==> src/isd_pkg.sv <==
// Package for the input source detect and start-up block
`default_nettype none
package isd_pkg;
  // Current limit codes, 20 mA per lsb
  localparam int EXTERNAL_CURRENT_LIMIT_PIN_W = 8;
  localparam logic [7:0] EXTERNAL_CURRENT_LIMIT_PIN_MIN = 8'h05;
  localparam logic [7:0] EXTERNAL_CURRENT_LIMIT_PIN_RST = 8'h19;
  localparam logic [7:0] EXTERNAL_CURRENT_LIMIT_PIN_500MA = 8'h19;
  localparam logic [7:0] EXTERNAL_CURRENT_LIMIT_PIN_1A = 8'h32;
  localparam logic [7:0] EXTERNAL_CURRENT_LIMIT_PIN_1A5 = 8'h4b;
  localparam logic [7:0] EXTERNAL_CURRENT_LIMIT_PIN_2A1 = 8'h69;
  localparam logic [7:0] EXTERNAL_CURRENT_LIMIT_PIN_2A4 = 8'h78;
  // Voltage codes, 40 mV per lsb
  localparam logic [8:0] VLIM_RST = 9'h073;
  localparam logic [8:0] VLIM_MIN = 9'h05f;
  localparam logic [8:0] VLIM_MAX = 9'h1a4;
  localparam logic [8:0] VTRACK_OFS = 9'h00a;
  localparam logic [8:0] MIN_SYSTEM_VOLTAGE_RST = 9'h058;
  localparam logic [8:0] VSYS_ABOVE_BAT = 9'h001;
  // Source type status codes
  localparam logic [2:0] ST_NONE = 3'h0;
  localparam logic [2:0] ST_SDP = 3'h1;
  localparam logic [2:0] ST_CDP = 3'h2;
  localparam logic [2:0] ST_DCP = 3'h3;
  localparam logic [2:0] ST_UNK = 3'h4;
  localparam logic [2:0] ST_DIV = 3'h5;
  localparam logic [2:0] ST_HIGH_VOLTAGE_CHARGING_PORT = 3'h6;
  // Timing
  localparam int CLK_HZ = 40000000;
  localparam int DCD_TIMEOUT_MS = 500;
  localparam int DCD_CYCLES = DCD_TIMEOUT_MS * (CLK_HZ / 1000);
  localparam int SS_STEP_CYCLES = 16;
  // Register offsets
  localparam logic [11:0] A_CTRL = 12'h000;
  localparam logic [11:0] A_EXTERNAL_CURRENT_LIMIT_PIN = 12'h004;
  localparam logic [11:0] A_VLIM = 12'h008;
  localparam logic [11:0] A_VSYS = 12'h00c;
  localparam logic [11:0] A_STAT = 12'h010;
  localparam logic [11:0] A_EFF = 12'h014;
  // Control bit positions
  localparam int B_AUTO = 0;
  localparam int B_FORCE = 1;
  localparam int B_EN9 = 2;
  localparam int B_EN12 = 3;
  localparam int B_DCPB = 4;
  localparam int B_HIZ = 5;
  localparam int B_EXTL = 6;
  localparam int B_TRACK = 7;
  localparam int B_PFMB = 8;
  localparam int B_PFMO = 9;
  localparam int B_CHG = 10;
  localparam logic [10:0] CTRL_RST = 11'h441;
  typedef enum logic [6:0] {
    ISD_IDLE = 7'h01, ISD_DCD = 7'h02, ISD_PRI = 7'h04, ISD_SEC = 7'h08,
    ISD_HV = 7'h10, ISD_NSTD = 7'h20, ISD_DONE = 7'h40
  } isd_state_t;
endpackage : isd_pkg
`default_nettype wire

==> src/isd_core.sv <==
// Input source detection, limits and converter start-up control
//
// The register offsets and the APB interface to the registers were chosen for this implementation.
`timescale 1ns/1ps
`default_nettype none
module isd_core
  import isd_pkg::*;
#(
  parameter int DCD_TICKS = DCD_CYCLES
) (
  input wire logic pclk,
  input wire logic presetn,
  input wire logic psel,
  input wire logic penable,
  input wire logic pwrite,
  input wire logic [11:0] paddr,
  input wire logic [31:0] pwdata,
  output logic [31:0] prdata,
  output logic pready,
  output logic pslverr,
  input wire logic bias_reg_up,
  input wire logic source_qualified,
  input wire logic vbus_present,
  input wire logic dcd_contact,
  input wire logic port_sdp,
  input wire logic port_cdp,
  input wire logic port_dcp,
  input wire logic dp_in_2p0,
  input wire logic dp_in_2p8,
  input wire logic dm_in_2p0,
  input wire logic dm_in_2p8,
  input wire logic hv_port_ack,
  input wire logic [7:0] external_current_limit_pin,
  input wire logic [8:0] vbat_code,
  input wire logic vbus_above_sleep,
  input wire logic vbus_below_ovp,
  input wire logic vsys_below_ovp,
  input wire logic tj_below_shut,
  input wire logic light_load,
  input wire logic boost_mode,
  input wire logic charge_done,
  output logic dp_src_0p6,
  output logic dp_hv_bias,
  output logic dm_hv_bias,
  output logic [1:0] hv_level,
  output logic detect_busy,
  output logic converter_enable,
  output logic battery_switch,
  output logic pfm_mode,
  output logic [7:0] eff_current_limit,
  output logic [8:0] eff_voltage_limit,
  output logic [8:0] sys_reg_target
);
  logic [10:0] ctrl_q;
  logic [7:0] external_current_limit_pin_q, external_current_limit_pin_d;
  logic [8:0] vlim_q;
  logic [8:0] vsys_q;
  logic [2:0] stat_q, stat_d;
  isd_state_t st_q, st_d;
  logic [31:0] tmr_q;
  logic vbus_q;
  logic [7:0] ss_q;
  logic [4:0] ss_cnt_q;
  logic conv_q;

  wire wr = psel && penable && pwrite;
  wire rd_hit_ctrl = paddr == A_CTRL;
  wire hit = rd_hit_ctrl || paddr == A_EXTERNAL_CURRENT_LIMIT_PIN || paddr == A_VLIM || paddr == A_VSYS
             || paddr == A_STAT || paddr == A_EFF;
  wire auto_en = ctrl_q[B_AUTO];
  wire hv_req = ctrl_q[B_EN9] || ctrl_q[B_EN12];
  wire hiz = ctrl_q[B_HIZ];
  wire force_wr = wr && paddr == A_CTRL && pwdata[B_FORCE];
  wire plug_evt = vbus_present && !vbus_q;
  wire gate_ok = bias_reg_up && source_qualified;
  // Forced runs ignore the auto bit, plug-ins need it
  wire start = gate_ok && ((auto_en && plug_evt) || force_wr);
  wire tmo = tmr_q >= DCD_TICKS - 1;
  wire div1 = dp_in_2p0 && dm_in_2p8;
  wire div2 = dp_in_2p8 && dm_in_2p0;
  wire div3 = dp_in_2p8 && dm_in_2p8;

  assign pready = 1'b1;
  assign pslverr = psel && penable && !hit;

  always_comb begin
    st_d = st_q;
    external_current_limit_pin_d = external_current_limit_pin_q;
    stat_d = stat_q;
    case (st_q)
      ISD_IDLE: if (start) st_d = ISD_DCD;
      ISD_DCD: begin
        if (dcd_contact) st_d = ISD_PRI;
        else if (tmo) st_d = ISD_NSTD;
      end
      ISD_PRI: begin
        if (port_cdp || port_dcp) st_d = ISD_SEC;
        else if (port_sdp) begin
          st_d = ISD_DONE;
          external_current_limit_pin_d = EXTERNAL_CURRENT_LIMIT_PIN_500MA;
          stat_d = ST_SDP;
        end else st_d = ISD_NSTD;
      end
      ISD_SEC: begin
        if (port_dcp && hv_req) st_d = ISD_HV;
        else begin
          st_d = ISD_DONE;
          external_current_limit_pin_d = EXTERNAL_CURRENT_LIMIT_PIN_1A5;
          stat_d = port_dcp ? ST_DCP : ST_CDP;
        end
      end
      ISD_HV: begin
        st_d = ISD_DONE;
        external_current_limit_pin_d = EXTERNAL_CURRENT_LIMIT_PIN_1A5;
        stat_d = hv_port_ack ? ST_HIGH_VOLTAGE_CHARGING_PORT : ST_DCP;
      end
      ISD_NSTD: begin
        st_d = ISD_DONE;
        stat_d = (div1 || div2 || div3) ? ST_DIV : ST_UNK;
        external_current_limit_pin_d = div3 ? EXTERNAL_CURRENT_LIMIT_PIN_2A4 : div2 ? EXTERNAL_CURRENT_LIMIT_PIN_2A1 : div1 ? EXTERNAL_CURRENT_LIMIT_PIN_1A : EXTERNAL_CURRENT_LIMIT_PIN_500MA;
      end
      ISD_DONE: st_d = ISD_IDLE;
      default: st_d = ISD_IDLE;
    endcase
  end

  always_ff @(posedge pclk or negedge presetn) begin
    if (!presetn) begin
      st_q <= ISD_IDLE;
      tmr_q <= '0;
      vbus_q <= 1'b0;
    end else begin
      st_q <= st_d;
      tmr_q <= (st_q == ISD_DCD) ? tmr_q + 32'd1 : '0;
      vbus_q <= vbus_present;
    end
  end

  // Detection result wins over a host write in the same cycle
  wire det_load = st_q != ISD_IDLE && st_q != ISD_DONE && st_d == ISD_DONE;
  always_ff @(posedge pclk or negedge presetn) begin
    if (!presetn) begin
      ctrl_q <= CTRL_RST;
      external_current_limit_pin_q <= EXTERNAL_CURRENT_LIMIT_PIN_RST;
      vlim_q <= VLIM_RST;
      vsys_q <= MIN_SYSTEM_VOLTAGE_RST;
      stat_q <= ST_NONE;
    end else begin
      if (wr && paddr == A_CTRL) ctrl_q <= pwdata[10:0] & ~(11'h001 << B_FORCE);
      if (det_load) begin
        external_current_limit_pin_q <= external_current_limit_pin_d;
        stat_q <= stat_d;
      end else if (wr && paddr == A_EXTERNAL_CURRENT_LIMIT_PIN) external_current_limit_pin_q <= pwdata[7:0];
      if (wr && paddr == A_VLIM) begin
        if (pwdata[8:0] < VLIM_MIN) vlim_q <= VLIM_MIN;
        else if (pwdata[8:0] > VLIM_MAX) vlim_q <= VLIM_MAX;
        else vlim_q <= pwdata[8:0];
      end
      if (wr && paddr == A_VSYS) vsys_q <= pwdata[8:0];
    end
  end

  wire [7:0] lim_cap = (ctrl_q[B_EXTL] && external_current_limit_pin < external_current_limit_pin_q)
                       ? external_current_limit_pin : external_current_limit_pin_q;
  wire [8:0] track = vbat_code + VTRACK_OFS;
  wire conv_ok = source_qualified && vbus_above_sleep && vbus_below_ovp && !hiz
                 && vsys_below_ovp && tj_below_shut && !detect_busy;

  // Soft start ramps one code per step period
  always_ff @(posedge pclk or negedge presetn) begin
    if (!presetn) begin
      conv_q <= 1'b0;
      ss_q <= EXTERNAL_CURRENT_LIMIT_PIN_MIN;
      ss_cnt_q <= '0;
    end else begin
      conv_q <= conv_ok;
      ss_cnt_q <= (ss_cnt_q == 5'(SS_STEP_CYCLES - 1)) ? 5'd0 : ss_cnt_q + 5'd1;
      if (!conv_q) ss_q <= EXTERNAL_CURRENT_LIMIT_PIN_MIN;
      else if (ss_q > lim_cap) ss_q <= lim_cap;
      else if (ss_q < lim_cap && ss_cnt_q == 5'(SS_STEP_CYCLES - 1)) ss_q <= ss_q + 8'd1;
    end
  end

  always_ff @(posedge pclk or negedge presetn) begin
    if (!presetn) begin
      eff_current_limit <= EXTERNAL_CURRENT_LIMIT_PIN_MIN;
      eff_voltage_limit <= VLIM_RST;
      sys_reg_target <= MIN_SYSTEM_VOLTAGE_RST;
      prdata <= '0;
    end else begin
      eff_current_limit <= conv_q ? ss_q : lim_cap;
      eff_voltage_limit <= (ctrl_q[B_TRACK] && track > vlim_q) ? track : vlim_q;
      sys_reg_target <= ((!ctrl_q[B_CHG] && vbat_code > vsys_q) || charge_done)
                        ? vbat_code + VSYS_ABOVE_BAT : vsys_q;
      case (paddr)
        A_CTRL: prdata <= {21'h0, ctrl_q};
        A_EXTERNAL_CURRENT_LIMIT_PIN: prdata <= {24'h0, external_current_limit_pin_q};
        A_VLIM: prdata <= {23'h0, vlim_q};
        A_VSYS: prdata <= {23'h0, vsys_q};
        A_STAT: prdata <= {28'h0, detect_busy, stat_q};
        A_EFF: prdata <= {15'h0, eff_voltage_limit, eff_current_limit};
        default: prdata <= '0;
      endcase
    end
  end

  wire hv_on = stat_q == ST_HIGH_VOLTAGE_CHARGING_PORT && hv_req && !hiz;
  assign detect_busy = st_q != ISD_IDLE;
  assign dp_src_0p6 = stat_q == ST_DCP && ctrl_q[B_DCPB] && !hiz;
  assign dp_hv_bias = hv_on;
  assign dm_hv_bias = hv_on;
  assign hv_level = hv_on ? (ctrl_q[B_EN12] ? 2'h2 : 2'h1) : 2'h0;
  assign converter_enable = conv_q;
  assign battery_switch = !conv_q || ctrl_q[B_CHG];
  assign pfm_mode = conv_q && light_load
                    && !(boost_mode ? ctrl_q[B_PFMO] : ctrl_q[B_PFMB]);
endmodule : isd_core
`default_nettype wire

==> config.mk <==
export PLATFORM = sky130hd
export DESIGN_NAME = isd_core
export DESIGN_NICKNAME = d
export VERILOG_FILES = /design/src/isd_pkg.sv /design/src/isd_core.sv
export SDC_FILE = /design/constraint.sdc
export NUM_CORES = 1
export LEC_CHECK = 0
export BUFFER_PORTS_ARGS = -buffer_cell sky130_fd_sc_hd__buf_4
export CORE_MARGIN = 2
export CORE_UTILIZATION = 46
export DETAILED_ROUTE_END_ITERATION = 8
export GPL_TIMING_DRIVEN = 1
export PLACE_DENSITY_LB_ADDON = 0.12
export SETUP_SLACK_MARGIN = 0.5
export SYNTH_ARGS = -nofsm -noshare
export SYNTH_HDL_FRONTEND = slang
export SYNTH_SLANG_ARGS = --single-unit
==> constraint.sdc <==
create_clock -name pclk -period 5.9 [get_ports pclk]
set_clock_uncertainty 0.2 [all_clocks]
set_input_delay 1.18 -clock pclk [delete_from_list [all_inputs] [get_ports pclk]]
set_output_delay 1.18 -clock pclk [all_outputs]
set_load 0.02 [all_outputs]
==> flow_summary.toml <==
[critical_path]
critPathArrivalTime_ps = 4670
r2r-start = "external_current_limit_pin_q[4]$_DFFE_PN1P_"
rrSetupSlack_ps = 1710
critPathLaunchType = "primary input"
critical_path.top_delay_family = "compound AO/OA/AOI/OAI gates"
worstReg2RegEnd = "ss_q[1]$_DFFE_PN0P_"
slowest_stage = "or4_1"
crit_type = "in -> reg"
critPathCaptureType = "flip-flop"
cp_num_buf_inv = 1
cpPeakStageDelay_ps = 530
path_cells = "buf_4 > ha_1 > a211oi_1 > nand3_1 > a21oi_1 > a21o_1 > mux2i_1 > ha_1 > a21oi_1 > o21ai_1 > or4_1 > nor2_1 > mux2i_1 > o22ai_1"
critPathRequiredTime_ps = 5990
reg2reg_depth = 14
worst-path-max-fanout = 9

[floorplanning]
dieArea_sq_um = 17600
core_area_sq_um = 16000
rows = 46
dieWidth_um = 133
num_io_pins = 154
die_h_um = 133
start_util = 0.475

[route]
drtAntennaViolNets = 0
wl_um = 19900
vias = 6250
drc = 0
wl_per_cell_um = 17.7
dr.pass1.iters = 6
vias_per_cell = 5.57
drtIter0Drc = 490

[synth]
avgSynthCellArea_sq_um = 9.66
synth-edff-count = 0
netlist-cell-type-count = 71
synth-adder-area-share = 0.0639
yosys_warnings = 0
postSynthCellCount = 787
syn_area_sq_um = 7600
synthTopCellsByCount = "dfrtp_1 (109), nand2_1 (96), nor2_1 (65)"
yosysMostFrequentCell = "dfrtp_1"
synthArstFlopShare = 1.00
synth_area_leader_cell = "dfrtp_1"
ys.flop_type = "dfrtp_1"
synth_mux_area_frac = 0.0624
synth-xor-area-share = 0.0519
synth_area_leaders = "dfrtp_1 (36%), dfstp_2 (9.3%), ha_1 (6.3%)"
ys_ff_latch = 136
synth_top_area_frac = 0.359
synth_top_family_by_area = "simple AND/OR/NAND/NOR gates"
seq_area_frac_synth = 0.452
synth-compound-area-share = 0.120
synthSimpleGateAreaFrac = 0.197

[global_routing]
grt.total_usage = 0.231
grt_overflow = 0
first_global_vias = 6226
antenna_found_initial = 0
grt_pass1_wl_um = 32300
grt_max_degree = 93

[power_and_ir_drop]
p_total_w = 0.00219
vdd_ir_drop_max_uv = 207
power_per_cell_area_nw_per_um2 = 239
power.leakage_nw = 4.17

[sta]
hold_viol_final = 0
slew_violations = 0
setup_violations = 0
slew-limit-headroom = 0.260
fmax_ghz = 0.219
fin_hold_ws_ps = 272
fin_tns_setup_ps = 0
finalCritPeriodShare = 0.775
rsz0062_at_grt = "false"
worst_slew_pin_slew_ps = 1110
period_minus_slack_ps = 4570

[place]
hpwl_um = 14900
placed_area_sq_um = 8570
place.gp.congestion = 0.885
buffer_ports.inserted = 116

[min_path]
whs_path_depth = 2
hold_start = "ctrl_q[0]$_DFFE_PN1N_"
min_to = "ctrl_q[0]$_DFFE_PN1N_"
worstHoldPathType = "reg -> reg"

[cells_and_area]
drive_gt1_frac = 0.228
diodes = 0
final_area_sq_um = 9180
fin_util = 0.574
area_growth_pct = 20.7
nets = 1016

[clock_tree]
cts_buffer_depth = 2
path_clk_slew_ps = 60
htree_num_levels = 4
cts-buffers-inserted = 17
cts_root_buffer = "clkbuf_16"
clkSinkCount = 136
worstSkewPairLatency_ps = 420
post-cts-setup-buffers = 0
cts-resized-gates = 0
cts_hold_buf = 0
cts_tree = "built"

[flow_run]
max-cap-violations = 0

[outcome]
status = "completed"
## sequential cells by signal, indices dropped and copies added (netlist names), 3 cells and up
signal / cells
external_current_limit_pin_q: 8
vsys_q: 9
stat_q: 3
ss_q: 8
ss_cnt_q: 5
sys_reg_target: 9
vlim_q: 9
prdata: 17
eff_current_limit: 8
ctrl_q: 10
eff_voltage_limit: 9
st_q: 7
tmr_q: 32
## layer usage
layer / wire length (um) / GRT usage
met5: 0 / 0
met2: 9280 / 0.362
met1: 9050 / 0.324
met3: 1200 / 0.0433
met4: 353 / 0.0783
## cells by family (layout without fill, tap and decap cells)
group	after synthesis	after routing
flip-flops	136	136
adder cells (fa/ha/maj)	39	39
AND/OR/NAND/NOR	298	298
multiplexers	45	45
XOR/XNOR	45	45
AO/OA/AOI/OAI	137	137
other	2	16
buffers and inverters	85	190
## where the power goes
part	internal (W)	leakage, nW	switching, W
registers	0.000944	1.74	0.00000408
logic	0.0000670	2.13	0.0000992
clock network	0.000687	0.303	0.000389
## layout make-up
class	instances	area, sq um
clock buffer	25	515
timing repair buffer	118	890
sequential	136	3440
fill	1458	6820
tap	216	270
inverter	40	150
clock inverter	7	88.8
multi-input combinational	580	3820
## layout by cell type, fill, tap and decap left out, drive strengths merged, types with 3 or more instances in the layout
| cell type | instances |
|---|---|
| a211oi | 6 |
| a21o | 4 |
| a21oi | 28 |
| a222oi | 8 |
| a22o | 5 |
| a31oi | 3 |
| a32o | 3 |
| and2 | 13 |
| and3 | 13 |
| buf | 118 |
| clkbuf | 25 |
| clkinv | 5 |
| conb | 16 |
| dfrtp | 109 |
| dfstp | 27 |
| ha | 38 |
| inv | 40 |
| mux2 | 19 |
| mux2i | 26 |
| nand2 | 97 |
| nand2b | 3 |
| nand3 | 28 |
| nand3b | 4 |
| nand4 | 13 |
| nor2 | 65 |
| nor2b | 9 |
| nor3 | 18 |
| nor4 | 14 |
| nor4b | 3 |
| o211ai | 5 |
| o21a | 5 |
| o21ai | 39 |
| o22ai | 6 |
| o2bb2ai | 3 |
| o31a | 3 |
| or3 | 5 |
| or4 | 5 |
| xnor2 | 23 |
| xor2 | 22 |
## per-stage QoR
| stage | cells | worst slack [ps] |
|---|---|---|
| 3_5_place_dp | 1090 | 950 |
| 3_3_place_gp | 1090 | 1050 |
| 2_1_floorplan | 801 | 1540 |
| 6_report | 1122 | 1330 |
| 5_1_grt | 1122 | 983 |
| 4_1_cts | 1122 | 1380 |
## tightest hold or removal path, cell delays in order, from the launching register on
cell and delay [ps]:
dfstp_2 380, nand2_1 50, nand2_1 40
## how the worst max path moves through the flow
stage | cells past startpoint | to | from | slack [ps]
6_report | 14 | ss_q[1]$_DFFE_PN0P_ | external_current_limit_pin[5] | 1330
5_1_grt | 14 | ss_q[3]$_DFFE_PN0P_ | external_current_limit_pin[5] | 980
4_1_cts | 14 | ss_q[1]$_DFFE_PN0P_ | external_current_limit_pin[5] | 1380
3_5_place_dp | 14 | ss_q[1]$_DFFE_PN0P_ | external_current_limit_pin[5] | 950
3_3_place_gp | 14 | ss_q[3]$_DFFE_PN0P_ | external_current_limit_pin[5] | 1050
2_1_floorplan | 14 | ss_q[3]$_DFFE_PN0P_ | external_current_limit_pin[5] | 1540
Note: power is estimated with default switching activity, not from simulation.
